File: config.mk
export PLATFORM = sky130hd
export DESIGN_NAME = interval_timer
export DESIGN_NICKNAME = d
export VERILOG_FILES = /design/src/rtl/tic_pkg.sv /design/src/rtl/tb_link_if.sv /design/src/rtl/interval_timer.sv /design/src/rtl/time_base.sv
export VERILOG_INCLUDE_DIRS = /design/src /design/src/rtl
export SDC_FILE = /design/constraint.sdc
export NUM_CORES = 1
export LEC_CHECK = 0
export BUFFER_PORTS_ARGS = -buffer_cell sky130_fd_sc_hd__buf_2
export CORE_MARGIN = 2
export CORE_UTILIZATION = 26
export CTS_CLUSTER_DIAMETER = 40
export DETAILED_ROUTE_END_ITERATION = 7
export GPL_TIMING_DRIVEN = 0
export PLACE_DENSITY = 0.38
export SYNTH_ARGS = -nofsm -noshare
export SYNTH_HDL_FRONTEND = slang
export SYNTH_HIERARCHICAL = 1
export SYNTH_SLANG_ARGS = --single-unit
File: constraint.sdc
create_clock -name CLK -period 4.13 [get_ports CLK]
set_input_delay 0.6195 -clock CLK [delete_from_list [all_inputs] [get_ports CLK]]
set_output_delay 0.6195 -clock CLK [all_outputs]
set_load 0.005 [all_outputs]
File: src/rtl/tic_cfg.svh
// Purpose: addresses, bit positions, resets and counts of the interval timer
// Assumes: included by bare name from every design file that needs it
// Notes:   definitions only
`ifndef TIC_CFG_SVH
`define TIC_CFG_SVH

// register addresses in the special-function space
`define TIC_ADDR_CTRL   8'ha1
`define TIC_ADDR_HTH    8'ha2
`define TIC_ADDR_SEC    8'ha3
`define TIC_ADDR_MIN    8'ha4
`define TIC_ADDR_HOUR   8'ha5
`define TIC_ADDR_IVAL   8'ha6

// control register bit positions
`define TIC_BIT_CEN     0
`define TIC_BIT_IEN     1
`define TIC_BIT_FLAG    2
`define TIC_BIT_SINGLE  3
`define TIC_SEL_LO      4
`define TIC_SEL_HI      5
`define TIC_BIT_H24     6
`define TIC_BIT_RSV     7
`define TIC_CTRL_WMASK  8'h7f

// reset values
`define TIC_CTRL_RESET  8'h00
`define TIC_IVAL_RESET  8'h00
`define TIC_TIME_RESET  8'h00

// timing and counter ranges
`define TIC_XTAL_HZ     32768
`define TIC_TICK_HZ     128
`define TIC_PRESCALE    (`TIC_XTAL_HZ / `TIC_TICK_HZ)
`define TIC_HTH_MAX     8'h7f
`define TIC_SEC_MAX     8'h3b
`define TIC_MIN_MAX     8'h3b
`define TIC_H24_MAX     8'h17
`define TIC_HOUR_MAX    8'hff
`define TIC_VECTOR      16'h0053

`endif

File: src/rtl/tic_pkg.sv
// Purpose: types shared by the interval timer modules
// Assumes: nothing
// Notes:   encodings of the timebase select follow the control field
package tic_pkg;
  typedef enum logic [1:0] {
    BASE_TICK,
    BASE_SEC,
    BASE_MIN,
    BASE_HOUR
  } base_e;

  typedef enum logic {
    WR_IDLE,
    WR_PEND
  } wr_state_e;
endpackage

File: src/rtl/tb_link_if.sv
// Purpose: link between the register side and the timebase counters
// Assumes: one clock; all signals sampled on CLK
// Notes:   count and ovf are indexed by tic_pkg::base_e
`timescale 1ns/1ns
interface tb_link_if;
  logic            xtick;   // one-cycle pulse per crystal edge
  logic            run;     // crystal clock enable
  logic            h24;     // hour counter wraps at 23
  logic            ld_en;   // load a timebase register
  logic [1:0]      ld_sel;  // which timebase register
  logic [7:0]      ld_val;  // value to load
  logic [3:0][7:0] count;   // hundredths, sec, min, hour
  logic [3:0]      ovf;     // increment pulse of each counter

  modport ctl (output xtick, run, h24, ld_en, ld_sel, ld_val,
               input  count, ovf);
  modport base (input  xtick, run, h24, ld_en, ld_sel, ld_val,
                output count, ovf);
endinterface

File: src/rtl/interval_timer.sv
// Purpose: crystal-timed interval counter with control/value registers
// Assumes: XTAL is the 32.768 kHz crystal, asynchronous to CLK (25 MHz)
// Notes:   register writes land on the next crystal edge; SFR_BUSY shows it
`timescale 1ns/1ns
`include "tic_cfg.svh"
module interval_timer (
  input  wire logic        CLK,         // core clock, 25 MHz
  input  wire logic        RST,         // synchronous reset, high
  input  wire logic        CE,          // freezes all state when low
  input  wire logic        XTAL,        // crystal clock pin
  input  wire logic        PWR_DOWN,    // core is in power-down
  input  wire logic        IRQ_EN,      // core enables this interrupt
  input  wire logic [7:0]  SFR_ADDR,    // register address
  input  wire logic [7:0]  SFR_WDATA,   // write data
  input  wire logic        SFR_WR,      // write strobe
  input  wire logic        SFR_RD,      // read strobe
  output logic      [7:0]  SFR_RDATA,   // read data, registered
  output logic             SFR_BUSY,    // write waiting for crystal edge
  output logic             IRQ,         // interrupt request
  output logic             WAKE,        // wake request from power-down
  output logic      [15:0] WAKE_VECTOR  // service vector address
);
  tb_link_if link ();

  logic [2:0]          xsync;
  logic                xtick;
  tic_pkg::wr_state_e  wr_state;
  logic [7:0]          pend_addr;
  logic [7:0]          pend_data;
  logic                apply;
  logic [7:0]          ctrl;
  logic [7:0]          next_ctrl;
  logic [7:0]          ival;
  logic [7:0]          icnt;
  logic [7:0]          next_icnt;
  logic [7:0]          inc;
  logic                sel_ovf;
  logic                match;
  tic_pkg::base_e      sel;

  function automatic logic in_range(input logic [7:0] addr,
                                    input logic [7:0] lo,
                                    input logic [7:0] hi);
    in_range = addr >= lo && addr <= hi;
  endfunction

  // crystal pin: two stages, then edge detect on the settled copy
  always_ff @(posedge CLK) begin
    if (RST) begin
      xsync <= 3'h0;
    end else if (CE) begin
      xsync <= {xsync[1:0], XTAL};
    end
  end
  assign xtick = xsync[1] && !xsync[2];

  // one pending write, retired on the next crystal edge
  always_ff @(posedge CLK) begin
    if (RST) begin
      wr_state  <= tic_pkg::WR_IDLE;
      pend_addr <= 8'h00;
      pend_data <= 8'h00;
    end else if (CE) begin
      case (wr_state)
        tic_pkg::WR_IDLE: begin
          if (SFR_WR &&
              in_range(SFR_ADDR, `TIC_ADDR_CTRL, `TIC_ADDR_IVAL)) begin
            pend_addr <= SFR_ADDR;
            pend_data <= SFR_WDATA;
            wr_state  <= tic_pkg::WR_PEND;
          end
        end
        tic_pkg::WR_PEND: begin
          if (xtick) begin
            wr_state <= tic_pkg::WR_IDLE;
          end
        end
        default: wr_state <= tic_pkg::WR_IDLE;
      endcase
    end
  end
  assign SFR_BUSY = wr_state == tic_pkg::WR_PEND;
  assign apply    = SFR_BUSY && xtick;

  // link to the timebase counters
  assign link.xtick  = xtick;
  assign link.run    = ctrl[`TIC_BIT_CEN];
  assign link.h24    = ctrl[`TIC_BIT_H24];
  assign link.ld_en  = apply && !ctrl[`TIC_BIT_CEN] &&
                       in_range(pend_addr, `TIC_ADDR_HTH,
                                `TIC_ADDR_HOUR);
  assign link.ld_sel = 2'(pend_addr - `TIC_ADDR_HTH);
  assign link.ld_val = pend_data;

  time_base u_base (
    .CLK  (CLK),
    .RST  (RST),
    .CE   (CE),
    .link (link)
  );

  assign sel     = tic_pkg::base_e'(ctrl[`TIC_SEL_HI:`TIC_SEL_LO]);
  assign sel_ovf = link.ovf[sel];
  assign inc     = icnt + 8'h01;

  always_comb begin
    next_ctrl = ctrl;
    next_icnt = icnt;
    match     = 1'b0;
    if (apply && pend_addr == `TIC_ADDR_CTRL) begin
      next_ctrl = pend_data & `TIC_CTRL_WMASK;
    end
    if (!ctrl[`TIC_BIT_IEN]) begin
      next_icnt = 8'h00;
    end else if (sel_ovf) begin
      if (inc == ival) begin
        match     = 1'b1;
        next_icnt = 8'h00;
      end else begin
        next_icnt = inc;
      end
    end
    if (match) begin
      // set wins over a clearing write in the same cycle
      next_ctrl[`TIC_BIT_FLAG] = 1'b1;
      if (ctrl[`TIC_BIT_SINGLE]) begin
        next_ctrl[`TIC_BIT_IEN] = 1'b0;
      end
    end
  end

  always_ff @(posedge CLK) begin
    if (RST) begin
      ctrl <= `TIC_CTRL_RESET;
      icnt <= 8'h00;
    end else if (CE) begin
      ctrl <= next_ctrl;
      icnt <= next_icnt;
    end
  end

  always_ff @(posedge CLK) begin
    if (RST) begin
      ival <= `TIC_IVAL_RESET;
    end else if (CE && apply && pend_addr == `TIC_ADDR_IVAL) begin
      ival <= pend_data;
    end
  end

  // power-down does not gate any counting state
  always_ff @(posedge CLK) begin
    if (RST) begin
      IRQ  <= 1'b0;
      WAKE <= 1'b0;
    end else if (CE) begin
      IRQ  <= ctrl[`TIC_BIT_FLAG] && IRQ_EN;
      WAKE <= ctrl[`TIC_BIT_FLAG] && IRQ_EN && PWR_DOWN;
    end
  end
  assign WAKE_VECTOR = `TIC_VECTOR;

  always_ff @(posedge CLK) begin
    if (RST) begin
      SFR_RDATA <= 8'h00;
    end else if (CE && SFR_RD) begin
      case (SFR_ADDR)
        `TIC_ADDR_CTRL: SFR_RDATA <= ctrl;
        `TIC_ADDR_HTH:  SFR_RDATA <= link.count[0];
        `TIC_ADDR_SEC:  SFR_RDATA <= link.count[1];
        `TIC_ADDR_MIN:  SFR_RDATA <= link.count[2];
        `TIC_ADDR_HOUR: SFR_RDATA <= link.count[3];
        `TIC_ADDR_IVAL: SFR_RDATA <= ival;
        default:        SFR_RDATA <= 8'h00;
      endcase
    end
  end
endmodule // interval_timer

File: src/rtl/time_base.sv
// Purpose: crystal prescaler and hundredths/seconds/minutes/hours counters
// Assumes: xtick pulses once per crystal period, already synchronised
// Notes:   while stopped the counters mirror the last values written while stopped
`timescale 1ns/1ns
`include "tic_cfg.svh"
module time_base (
  input  wire logic CLK,   // core clock
  input  wire logic RST,   // synchronous reset, high
  input  wire logic CE,    // freezes all state when low
  tb_link_if.base   link   // register-side link
);
  logic [7:0] presc;
  logic [7:0] shadow [4];
  logic [3:0] wrap;

  function automatic logic [7:0] limit_of(input logic [1:0] idx,
                                          input logic       h24);
    case (idx)
      2'h0:    limit_of = `TIC_HTH_MAX;
      2'h1:    limit_of = `TIC_SEC_MAX;
      2'h2:    limit_of = `TIC_MIN_MAX;
      default: limit_of = h24 ? `TIC_H24_MAX : `TIC_HOUR_MAX;
    endcase
  endfunction

  // 256 crystal edges make one 1/128 s step
  assign link.ovf[0] = link.xtick && link.run &&
                       presc == 8'(`TIC_PRESCALE - 1);

  always_comb begin
    for (int i = 0; i < 4; i++) begin
      wrap[i] = link.count[i] >= limit_of(2'(i), link.h24);
    end
    link.ovf[1] = link.ovf[0] && wrap[0];
    link.ovf[2] = link.ovf[1] && wrap[1];
    link.ovf[3] = link.ovf[2] && wrap[2];
  end

  always_ff @(posedge CLK) begin
    if (RST || (CE && !link.run)) begin
      presc <= 8'h00;
    end else if (CE && link.xtick) begin
      presc <= presc + 8'h01;
    end
  end

  always_ff @(posedge CLK) begin
    if (RST) begin
      for (int i = 0; i < 4; i++) begin
        shadow[i] <= `TIC_TIME_RESET;
      end
    end else if (CE && link.ld_en) begin
      shadow[link.ld_sel] <= link.ld_val;
    end
  end

  always_ff @(posedge CLK) begin
    if (RST) begin
      link.count <= {4{`TIC_TIME_RESET}};
    end else if (CE) begin
      for (int i = 0; i < 4; i++) begin
        if (!link.run) begin
          link.count[i] <= shadow[i];
        end else if (link.ovf[i]) begin
          link.count[i] <= wrap[i] ? 8'h00 : link.count[i] + 8'h01;
        end
      end
    end
  end
endmodule // time_base

* Yosys cells after proc, flatten, opt, wreduce, memory -nomap -nowiden
Memories as Yosys holds them, arrays and structs flattened.
Index checks and enable logic that the tools add are counted.
** Word-level totals
- Register bits after elaboration :: 93
- Memory bits (writable) :: 32
- Bits of input ports :: 24
- Memories kept :: 1
** Cells by class
- Add/sub/neg operators :: 7
- Order comparisons :: 9
- Eq/ne operators :: 15
- Multiplexer cells :: 36
- Bitwise operators :: 1
- Reduce and logical (&&, ||, !) cells :: 34
** Memory list
- u_base.shadow :: words 4, bits a word 8, rd ports 4, clocked after memory_dff 0, write ports 4, RTL line time_base.sv:13 : logic [7:0] shadow [4];
** Operators by type and width (count)
- 2-to-1 mux 8 bit :: 17
- equality test 8 bit (second input constant) :: 9
- adder 8 x 1 -> 8 bit (second input constant) :: 6
- case mux 8 bit (6 select lines) :: 1
- logical AND 1 bit :: 21
- >= comparator 8 x 6 -> 1 bit (second input constant) :: 2
- >= comparator 8 bit (second input constant) :: 2
- less-or-equal comparator 8 bit (second input constant) :: 2
- AND reduction 2 bit :: 7
- 2-to-1 mux 1 bit :: 13
- equality test 8 bit :: 1
- >= comparator 8 x 7 -> 1 bit (second input constant) :: 1
- >= comparator 8 bit :: 1
- inequality test 2 bit (second input constant) :: 4
- OR reduction 8 bit :: 1
- 2-to-1 mux 2 bit :: 2
- < comparator 2 x 3 -> 1 bit (second input constant) :: 1
- 2-to-1 mux 3 bit :: 1
- AND reduction 3 bit :: 1
- binary-select mux 1 bit (select 2 bit) :: 1
- logical NOT 1 bit :: 2
- inequality test 2 x 1 -> 1 bit (second input constant) :: 1
- case mux 1 bit (2 select lines) :: 1
- nonzero test 2 bit :: 1
- 3 further kinds :: 3

* Logic depth before layout (Yosys ltp)
Gate-level depths: netlist of run 1.
- Word-level depth :: 13
- Gate-level depth with buffers :: 12

* Modules after synthesis
Netlist of run 1, hierarchy kept.
** Modules (own cells, without submodules)
- time_base :: instances 1, cells each 363, area an instance 3609.7 um2, sequential area each 1761.7 um2
- interval_timer :: instances 1, cells each 328, area an instance 2836.5 um2, sequential area each 1061.0 um2

* Worst setup path after synthesis of run 1
OpenSTA, ideal clock, no wires.
- Path type :: register to register
- From :: register u_base.link.count[0]
- To :: register icnt[3]
- Setup time :: 127 ps
- Arrival :: 2442 ps
- Data required time :: 4003 ps
- Setup slack :: 1562 ps
- Cell stages (with the launch flop) :: 13
- Path buffers :: 1
- Period minus slack after synthesis :: 2568 ps
- Cells stage by stage :: dfxtp_1 > ha_1 > and3_1 > a21o_1 > and3_1 > and2_1 > o31a_2 > mux4_2 > nand3_1 > a311oi_1 > buf_2 > a41oi_1 > a31oi_1
** On the way
- Cells in the longest elaborated chain, start to end :: 8
** RTL lines
- start, declared :: RTL line tb_link_if.sv:18 : output count, ovf);
- start signal, assigned :: RTL line time_base.sv:59 : link.count <= {4{`TIC_TIME_RESET}};
- start signal, assigned by index :: RTL line time_base.sv:63 : link.count[i] <= shadow[i];
- start signal, assigned by index :: RTL line time_base.sv:65 : link.count[i] <= wrap[i] ? 8'h00 : link.count[i] + 8'h01;
- >= comparator 8 x 7 -> 1 bit :: RTL line time_base.sv:32 : wrap[i] = link.count[i] >= limit_of(2'(i), link.h24);
- logical AND 1 bit :: RTL line time_base.sv:34 : link.ovf[1] = link.ovf[0] && wrap[0];
- via link.ovf[1] :: RTL line tb_link_if.sv:13 : logic [3:0] ovf;
- logical AND 1 bit :: RTL line time_base.sv:35 : link.ovf[2] = link.ovf[1] && wrap[1];
- via link.ovf[2] :: RTL line tb_link_if.sv:13
- logical AND 1 bit :: RTL line time_base.sv:36 : link.ovf[3] = link.ovf[2] && wrap[2];
- via link.ovf[3] :: RTL line tb_link_if.sv:13
- binary-select mux 1 bit (select 2 bit) :: RTL line interval_timer.sv:103 : assign sel_ovf = link.ovf[sel];
- 2-to-1 mux 1 bit (implied by the code) :: RTL line interval_timer.sv:103
- inequality test 2 x 1 -> 1 bit (no line)
- AND reduction 2 bit (no line)
- end signal, assigned :: RTL line interval_timer.sv:138 : icnt <= next_icnt;
- end, declared :: RTL line interval_timer.sv:34 : logic [7:0] icnt;
The timed path passes the listed nets, and every way through them passes these cells. The select of a mux whose other input is x is not followed.
A chain may end at the register's enable or synchronous reset.

==> results of run 1 <==
## where the power goes
group	total [uW]	switching, uW	internal [uW]
clock network	1450	612	839
registers	1320	32.4	1290
logic	172	104	67.1
## layout by cell type (no fill, tap or decap), types with 7 or more instances in the layout
cell type,instances
inv_1,13
mux2i_1,43
a21oi_1,52
a31oi_1,9
nor2b_1,10
buf_4,20
xor2_1,7
clkbuf_1,15
nand4_1,9
nor3_1,11
buf_2,40
dfxtp_1,93
nor2_1,87
nand2_1,45
nor3b_1,7
xnor2_1,11
edfxtp_1,32
a22oi_1,7
o21ai_0,23
a211oi_1,17
conb_1,16
clkbuf_16,17
and2_1,38
and3_1,11
ha_1,10
nand3_1,20
## through the flow
step                      setup slack (ns)  instance area, um^2  cells  total power (uW)
after detailed placement             0.702                 7070   1063              1520
final                                0.763                 7630   1095              2940
after global routing                 0.399                 7630   1095              3060
after global placement               0.776                 7070   1063              1510
after CTS                            0.689                 7630   1095              2980
after floorplan                       1.56                 6500    705              1440
## per-layer routing
metal | track usage | share of wire | wire [um]
met4 | 0.0666 | 0.030 | 623
met2 | 0.257 | 0.45 | 9390
met3 | 0.0339 | 0.045 | 936
met5 | 0 | 0 | 0
met1 | 0.221 | 0.48 | 9950
## how the worst min path moves through the flow
stage                 startpoint        endpoint  slack [ns]  cells past startpoint
floorplan           pend_addr[7]    pend_addr[7]        0.43                      2
global placement    pend_addr[7]    pend_addr[7]        0.45                      2
detailed placement  pend_addr[6]    pend_addr[6]        0.47                      1
CTS                 SFR_WDATA[1]  link.ld_val[1]        0.41                      3
global route                XTAL        xsync[0]        0.44                      3
finish              SFR_WDATA[1]  link.ld_val[1]        0.43                      3
## cells in the mapped netlist (5+ instances only)
library cell | number | area, um^2
nand2b_1 | 6 | 37.5
a31oi_1 | 9 | 56.3
nor2b_1 | 10 | 62.6
nand3_1 | 20 | 100
buf_4 | 20 | 150
a311oi_1 | 5 | 43.8
clkbuf_1 | 14 | 52.6
o21ai_0 | 24 | 120
buf_2 | 6 | 30.0
o32ai_1 | 5 | 43.8
nor3_1 | 11 | 55.1
xor2_1 | 7 | 61.3
o22ai_1 | 6 | 37.5
dfxtp_1 | 93 | 1860
nor2_1 | 87 | 327
mux2i_1 | 43 | 430
nor3b_1 | 7 | 52.6
edfxtp_1 | 32 | 961
a211oi_1 | 17 | 128
and2_1 | 38 | 238
nand2_1 | 45 | 169
inv_1 | 13 | 48.8
nand4_1 | 9 | 56.3
a21oi_1 | 52 | 260
and3_1 | 11 | 68.8
xnor2_1 | 11 | 96.3
a22oi_1 | 7 | 52.6
ha_1 | 10 | 125
## worst max-delay path, delay by kind of cell, from the launching register on
family        cells  cell delay [ns]
flops             1             0.34
simple gates      6             2.72
## area by class of cell
cell class,instances,area share
Buffer,49,0.0420
Inverter,13,0.00639
Clock buffer,18,0.0562
Sequential cell,125,0.370
Clock inverter,14,0.0170
Timing Repair Buffer,34,0.0223
Multi-Input combinational cell,518,0.433
Tap cell,324,0.0531
## flip-flops by register name, indices dropped and copies added (netlist names), 7 cells and up
signal and cells:
u_base/presc 8, link.ld_val 8, u_base/link.count 32, u_base/shadow 32
ival 8, icnt 8, pend_addr 8, ctrl 7
SFR_RDATA 8
## cells by family (layout without fill, tap and decap cells)
logic type	count (synthesis)	after routing	share of synthesized area
DFF	125	125	0.438
AOI/OAI and AO/OA	161	161	0.170
other	2	16	0.00117
adders and majority gates	10	10	0.0194
xor gates and xnor gates	18	18	0.0245
buffers and inverters	62	128	0.0573
muxes	45	45	0.0720
and+or+nand+nor	268	268	0.218
==> results.sh, run 1 <==
export IMPL_status="finished clean"
export IMPL_antenna_found_initial=0
export IMPL_cts_buffers=17
export IMPL_worstPathArrival_ns=3.49
export IMPL_globalplace_congestion=0.837
export IMPL_r2r_start="xsync[1]"
export IMPL_die_w_um=161
export IMPL_cpMaxStageDelayCell="nor4b_1"
export IMPL_vias=5369
export IMPL_ctsHoldBuffers=0
export IMPL_drive_above_1_share=0.158
export IMPL_ioPinCount=51
export IMPL_finalCritPeriodShare=0.815
export IMPL_io_buffers=34
export IMPL_path_clk_slew_ns=0.06
export IMPL_grt_use_total=0.164
export IMPL_vias_per_cell=4.90
export IMPL_crit_required_ns=4.25
export IMPL_cp_slowest_stage_delay_ns=0.87
export IMPL_fp_row_count=57
export IMPL_yosysWarnings=6
export IMPL_drtPass1Iterations=4
export IMPL_ys_async_sr_fraction=0
export IMPL_grt_max_degree=17
export IMPL_num_antenna_cells=0
export IMPL_ctsLongestPathBuffers=2
export IMPL_min_period_ns=3.37
export IMPL_utilization=0.314
export IMPL_synth_flop_cell="dfxtp_1"
export IMPL_wirelength_mm=20.9
export IMPL_cts_sinks=125
export IMPL_maxCapViolCount=0
export IMPL_nNetsFinal=792
export IMPL_hold_violations=0
export IMPL_rsz0062_at_grt="no"
export IMPL_synth_edf_count=32
export IMPL_avgRoutedWirePerCell_um=19.1
export IMPL_drt_initial_drc_count=362
export IMPL_h_tree_depth=4
export IMPL_hold_class="input pin to flip-flop"
export IMPL_timing_setup_tns_ns=0
export IMPL_grt_pass1_wl_mm=31.7
export IMPL_die_h_um=161
export IMPL_start_kind="flip-flop"
export IMPL_cp_max_fo=9
export IMPL_slew_headroom=0.164
export IMPL_power_leakage_uw=0.00292
export IMPL_fin_worst_skew_ns=0.0148
export IMPL_reg2reg_slack_ns=0.76
export IMPL_seq_area_frac_synth=0.438
export IMPL_p_per_area_nw_per_um2=385
export IMPL_hold_ws_ns=0.434
export IMPL_grt_pass1_vias=5308
export IMPL_ys_ff_latch=125
export IMPL_cts_tree="yes"
export IMPL_fp_coreArea_um2=24300
export IMPL_setup_viol=0
export IMPL_slew_violations=0
export IMPL_r2r_end="u_base/shadow[1][7]"
export IMPL_clk_latency_ns=0.43
export IMPL_multi_input_area_um2=3310
export IMPL_initial_core_util=0.265
export IMPL_grt_overflow=0
export IMPL_fp_dieArea_um2=26100
export IMPL_worstSetupEndpoint="u_base/shadow[1][7]"
export IMPL_critPathLaunch="xsync[1]"
export IMPL_max_freq_mhz=297
export IMPL_vdd_drop_max_mv=0.278
export IMPL_ctsRootBufferMaster="clkbuf_16"
export IMPL_endpoint_kind="flip-flop"
export IMPL_ctsResizeCount=0
export IMPL_crit_chain="nor2b_1 -> and4b_1 -> nor3b_1 -> nand2_1 -> nor4b_1 -> or2_2"
export IMPL_drtAntennaViolNets=0
export IMPL_nFillCells=2596
export IMPL_synth_distinct_cells=79
export IMPL_syn2layout_area_growth_pct=18.4
export IMPL_avgSynthCellArea_um2=9.33
export IMPL_ff2ff_path_depth=6
export IMPL_critical_path_class="flip-flop to flip-flop"
export IMPL_dp_hpwl_mm=15.3
export IMPL_seq_area_um2=2820
export IMPL_syn_inst=691
export IMPL_post_route_drc_count=0
export IMPL_post_cts_buffers=0
export IMPL_syn_area_um2=6450
export IMPL_worstMarginPinSlew_ns=1.24
(Power assumes the default switching activity.)
==> inputs of run 2 (changes only) <==
==> constraint.sdc (replaced) <==
create_clock -name CLK -period 3.25 [get_ports CLK]
set_input_delay 0.4875 -clock CLK [delete_from_list [all_inputs] [get_ports CLK]]
set_output_delay 0.4875 -clock CLK [all_outputs]
set_load 0.005 [all_outputs]
==> run 2 against run 1 <==
  * Hold slack worse by 0.13 ns
  * Fmax is 12% higher
  * Largest cell class unchanged
  * Utilization is 0.072 points higher
  * Largest power group unchanged
  * Non-clock buffer count stayed put
==> results.sh, run 2 (same netlist as run 1, synthesis figures left out) <==
export IMPL_hold_violations=0
export IMPL_dp_cells=1063
export IMPL_critical_path_class="flip-flop to flip-flop"
export IMPL_ioPinCount=51
export IMPL_reg_top3="u_base/link.count (32), u_base/shadow (32)"
export IMPL_drt_initial_drc_count=357
export IMPL_drive_above_1_share=0.163
export IMPL_cts_sinks=125
export IMPL_clk_latency_ns=0.43
export IMPL_grt_max_degree=17
export IMPL_crit_required_ns=3.60
export IMPL_crit_path_frequent_cell="and3_1"
export IMPL_hold_class="input pin to flip-flop"
export IMPL_power_leakage_uw=0.00292
export IMPL_p_total_uw=3740
export IMPL_place_area_um2=7070
export IMPL_worstMarginPinSlew_ns=0.883
export IMPL_dp_hpwl_mm=15.3
export IMPL_final_cell_mix="dfxtp_1, nor2_1, a21oi_1"
export IMPL_post_route_drc_count=0
export IMPL_fin_worst_skew_ns=0.0153
export IMPL_fp_dieArea_um2=26100
export IMPL_vdd_drop_max_mv=0.354
export IMPL_post_cts_buffers=0
export IMPL_num_antenna_cells=0
export IMPL_die_w_um=161
export IMPL_p_per_area_nw_per_um2=488
export IMPL_nFillCells=2590
export IMPL_fin_cells=1095
export IMPL_h_tree_depth=4
export IMPL_start_kind="flip-flop"
export IMPL_cp_slowest_stage_delay_ns=0.54
export IMPL_utilization=0.315
export IMPL_fin_area_um2=7650
export IMPL_wirelength_mm=20.9
export IMPL_slew_headroom=0.408
export IMPL_fp_row_count=57
export IMPL_antenna_found_initial=0
export IMPL_die_h_um=161
export IMPL_max_freq_mhz=332
export IMPL_cpMaxStageDelayCell="mux4_2"
export IMPL_mostFrequentLayoutCell="dfxtp_1"
export IMPL_fp_coreArea_um2=24300
export IMPL_avgRoutedWirePerCell_um=19.1
export IMPL_maxCapViolCount=0
export IMPL_ctsHoldBuffers=0
export IMPL_grt_use_total=0.164
export IMPL_vias_per_cell=4.87
export IMPL_ctsRootBufferMaster="clkbuf_16"
export IMPL_endpoint_kind="flip-flop"
export IMPL_setup_viol=0
export IMPL_vias=5331
export IMPL_drtAntennaViolNets=0
export IMPL_nNetsFinal=792
export IMPL_crit_chain="ha_1 -> and3_1 -> a21o_1 -> and3_1 -> and2_1 -> o31a_2 -> mux4_2 -> o21ai_0 -> nand2b_1 -> a31oi_1"
export IMPL_ctsLongestPathBuffers=2
export IMPL_io_buffers=34
export IMPL_grt_pass1_wl_mm=31.7
export IMPL_path_clk_slew_ns=0.06
export IMPL_cts_buffers=17
export IMPL_rsz0062_at_grt="no"
export IMPL_finalCritPeriodShare=0.926
export IMPL_initial_core_util=0.265
export IMPL_drtPass1Iterations=4
export IMPL_slew_violations=0
export IMPL_syn2layout_area_growth_pct=18.7
export IMPL_grt_overflow=0
export IMPL_status="finished clean"
export IMPL_grt_pass1_vias=5308
export IMPL_globalplace_congestion=0.837
export IMPL_cts_tree="yes"
export IMPL_worstPathArrival_ns=3.35
export IMPL_cp_max_fo=6
export IMPL_min_period_ns=3.01
## run 2: cell types whose count changed in the layout (fill, tap and decap cells not counted)
cell	before	now
nor2b_1	10	9
nor4b_1	1	0
nor4_1	2	1
nor2_2	1	2
nor4b_2	0	1
nor2b_2	0	1
nor2_1	87	86
o21ai_1	4	5
o21ai_0	23	22
nor4_2	0	1
## run 2: where the power goes
part | switching [uW] | total [uW] | internal, uW
logic | 133 | 218 | 85.4
clock network | 777 | 1840 | 1070
registers | 41.1 | 1670 | 1630
total | 951 | 3740 | 2780
## run 2: layout make-up
cell class / count / area (um^2) / area share
buffer: 49 / 320 / 0.0419
clock buffer: 18 / 429 / 0.0561
clock inverter: 14 / 130 / 0.0170
inverter: 13 / 48.8 / 0.00638
multi-input combinational: 518 / 3320 / 0.435
sequential: 125 / 2820 / 0.369
tap: 324 / 405 / 0.0530
timing repair buffer: 34 / 170 / 0.0222
## run 2: path summary, 6_finish.rpt
check / to / slack, ns / depth (start not counted) / startpoint
worst min-delay path: link.ld_val[1] / 0.30 / 3 / SFR_WDATA[1]
worst max-delay path: icnt[5] / 0.24 / 10 / u_base/link.count[0]
worst max register to register: icnt[5] / 0.24 / 10 / u_base/link.count[0]
worst min register to register: pend_addr[6] / 0.48 / 1 / pend_addr[6]
## run 2: metal layers
layer / vias to the layer above / wire length, um / GRT usage
met5: - / 0 / 0
met4: 0 / 654 / 0.0666
met3: 35 / 958 / 0.0339
met2: 116 / 9360 / 0.257
met1: 2562 / 9950 / 0.221
li1: 2618 / - / -
## run 2: timing repair
item	4_1_cts	5_1_grt
endpoints found under the hold margin	0	0
setup endpoints to repair	31	51
gates resized for setup	0	5
## run 2: metrics by stage
step	worst slack [ns]	TNS (ns)	hold slack [ns]
2_1_floorplan	0.682	0	0.431
3_3_place_gp	-0.104	-1.75	0.449
3_5_place_dp	-0.178	-3.55	0.472
4_1_cts	-0.191	-3.82	0.280
5_1_grt	0.0383	0	0.307
6_report	0.242	0	0.301
## run 2: critical path: cells and delay by family, from the launching register on
family / cells / cell delay [ns]
AO/OA/AOI/OAI: 4 / 0.90
AND/OR/NAND/NOR: 4 / 0.87
multiplexers: 1 / 0.54
flip-flops: 1 / 0.35
adder cells (fa/ha/maj): 1 / 0.25
==> inputs of run 3 (changes only) <==
--- a/config.mk
+++ b/config.mk
@@ -12,7 +12,7 @@
 export CTS_CLUSTER_DIAMETER = 40
 export DETAILED_ROUTE_END_ITERATION = 7
 export GPL_TIMING_DRIVEN = 0
-export PLACE_DENSITY = 0.38
+export PLACE_DENSITY = 0.39
 export SYNTH_ARGS = -nofsm -noshare
 export SYNTH_HDL_FRONTEND = slang
 export SYNTH_HIERARCHICAL = 1
==> constraint.sdc (replaced) <==
create_clock -name CLK -period 2.7 [get_ports CLK]
set_input_delay 0.405 -clock CLK [delete_from_list [all_inputs] [get_ports CLK]]
set_output_delay 0.405 -clock CLK [all_outputs]
set_load 0.005 [all_outputs]
==> run 3 against run 2 <==
  * Clock power rose by 32%
  * Final cell count rose by 1.1%
  * Sequential cell count did not move
  * Combinational power rose by 26%
  * Global-route usage rose by 0.19 points
  * Non-clock buffer count rose by 12
  * First-iteration DRC count fell by 15%
  * Die area did not move
  * Hold slack got worse by 0.078 ns
  * Wire length barely moved
  * Clock skew fell by 0.0030 ns
  * Power rose by 26%
==> results.sh, run 3 (same netlist as run 1, synthesis figures left out) <==
export IMPL_netSwitchingPower_uw=1160
export IMPL_utilization=0.328
export IMPL_p_per_area_nw_per_um2=592
export IMPL_cts_sinks=125
export IMPL_r2r_start="u_base/link.count[2]"
export IMPL_status="finished clean"
export IMPL_cts_tree="yes"
export IMPL_path_clk_slew_ns=0.06
export IMPL_wirelength_mm=20.9
export IMPL_die_w_um=161
export IMPL_finalCritPeriodShare=0.960
export IMPL_worstSetupEndpoint="icnt[3]"
export IMPL_p_clk_frac=0.515
export IMPL_power_frac_comb=0.058
export IMPL_endpoint_kind="flip-flop"
export IMPL_mostFrequentLayoutCell="dfxtp_1"
export IMPL_worstMarginPinSlew_ns=0.762
export IMPL_drtPass1Iterations=5
export IMPL_h_tree_depth=4
export IMPL_cts_buffers=17
export IMPL_setup_viol=0
export IMPL_initial_core_util=0.265
export IMPL_fp_dieArea_um2=26100
export IMPL_reg2reg_slack_ns=0.11
export IMPL_worstHoldPathCells=3
export IMPL_vdd_drop_max_mv=0.389
export IMPL_grt_use_total=0.166
export IMPL_grt_pass1_vias=5484
export IMPL_post_route_drc_count=0
export IMPL_io_buffers=34
export IMPL_rsz0062_at_grt="yes"
export IMPL_ctsHoldBuffers=0
export IMPL_grt_max_degree=17
export IMPL_drtAntennaViolNets=0
export IMPL_critical_path_class="flip-flop to flip-flop"
export IMPL_cp_max_fo=5
export IMPL_max_freq_mhz=386
export IMPL_reg_top3="u_base/link.count (32), u_base/shadow (32)"
export IMPL_ctsRootBufferMaster="clkbuf_16"
export IMPL_fin_worst_skew_ns=0.0123
export IMPL_vias_per_cell=4.94
export IMPL_globalplace_congestion=0.834
export IMPL_grt_pass1_wl_mm=32.6
export IMPL_hold_class="input pin to flip-flop"
export IMPL_clk_latency_ns=0.43
export IMPL_final_cell_mix="dfxtp_1, nor2_1, a21oi_1"
export IMPL_slew_violations=0
export IMPL_hold_violations=0
export IMPL_seqPwrFrac=0.427
export IMPL_drive_above_1_share=0.203
export IMPL_grt_overflow=0
export IMPL_nNetsFinal=804
export IMPL_ff2ff_path_depth=11
export IMPL_die_h_um=161
export IMPL_start_kind="flip-flop"
export IMPL_r2r_end="icnt[3]"
export IMPL_fp_coreArea_um2=24300
export IMPL_switching_share=0.245
export IMPL_power_leakage_uw=0.00304
export IMPL_maxCapViolCount=0
export IMPL_antenna_found_initial=0
export IMPL_crit_required_ns=3.05
export IMPL_timing_setup_tns_ns=0
export IMPL_vias=5473
export IMPL_min_from="SFR_WDATA[1]"
export IMPL_ctsLongestPathBuffers=2
export IMPL_num_antenna_cells=0
export IMPL_p_int_uw=3560
export IMPL_avgRoutedWirePerCell_um=18.9
export IMPL_drt_initial_drc_count=304
export IMPL_fp_row_count=57
export IMPL_min_period_ns=2.59
export IMPL_syn2layout_area_growth_pct=23.7
export IMPL_slew_headroom=0.488
export IMPL_worstPathArrival_ns=2.94
export IMPL_dp_hpwl_mm=15.1
export IMPL_ioPinCount=51
export IMPL_critPathLaunch="u_base/link.count[2]"
==> run 3: changes by cell type in the layout (fill, tap and decap cells not counted), moves of 3 or more <==
cell      change
ha_1          -3
inv_4         -3
buf_4        +11
dfxtp_4       +4
clkinv_4      +4
dfxtp_1       -5
==> run 3: power by group through the flow <==
stage          sequential (uW)  combinational (uW)  clock, uW
4_1_cts                   2020                 269       2490
3_3_place_gp              2060                 255          0
6_report                  2020                 275       2430
2_1_floorplan             2040                 175          0
3_5_place_dp              2060                 261          0
5_1_grt                   2020                 304       2570
==> run 3: cell type report <==
type                       instances  area (um^2)
multi-input combinational        518         3470
buffer                            49          327
sequential                       125         2840
timing repair buffer              46          264
tap                              324          405
clock buffer                      20          479
inverter                          13         48.8
clock inverter                    12          148
fill                            2519        16300
==> run 3: metrics by stage <==
stage                     instances  setup WS (ns)  instance area (um^2)  power (uW)  hold WS [ns]
after floorplan                 705          0.132                  6500        2210         0.431
after global placement         1063         -0.726                  7070        2310         0.451
after detailed placement       1063         -0.769                  7070        2320         0.458
after CTS                      1099         0.0184                  7830        4780         0.204
after global routing           1107        -0.0488                  7980        4890         0.217
final                          1107          0.109                  7980        4720         0.223
==> run 3: worst max-delay path: stages (launching register included) <==
cell	delay [ns]
dfxtp_1	0.47
and3_4	0.27
a21o_1	0.14
and3_4	0.19
and2_4	0.13
o31a_2	0.12
mux4_2	0.29
nand3_4	0.10
a311oi_4	0.38
buf_6	0.17
a41oi_2	0.10
a31oi_1	0.15
==> run 3: worst min-delay path by stage <==
| stage | to | slack, ns |
|---|---|---|
| 2_1_floorplan | pend_addr[7] | 0.43 |
| 3_3_place_gp | pend_addr[7] | 0.45 |
| 3_5_place_dp | pend_addr[7] | 0.46 |
| 4_1_cts | link.ld_val[6] | 0.20 |
| 5_1_grt | link.ld_val[5] | 0.22 |
| 6_report | link.ld_val[1] | 0.22 |
==> run 3: per-layer routing <==
metal,GRT usage,vias to the layer above,routed length [um]
met2,0.265,139,9650
met3,0.0303,31,795
li1,-,2650,-
met1,0.228,2653,10100
met4,0.0548,0,397
met5,0,-,0
==> run 3: what timing repair did <==
item | in CTS | in global routing
gates cloned | 1 | 0
setup buffers | 3 | 8
gates resized for setup | 24 | 24
setup endpoints to repair | 64 | 41
pin swaps | 4 | 10
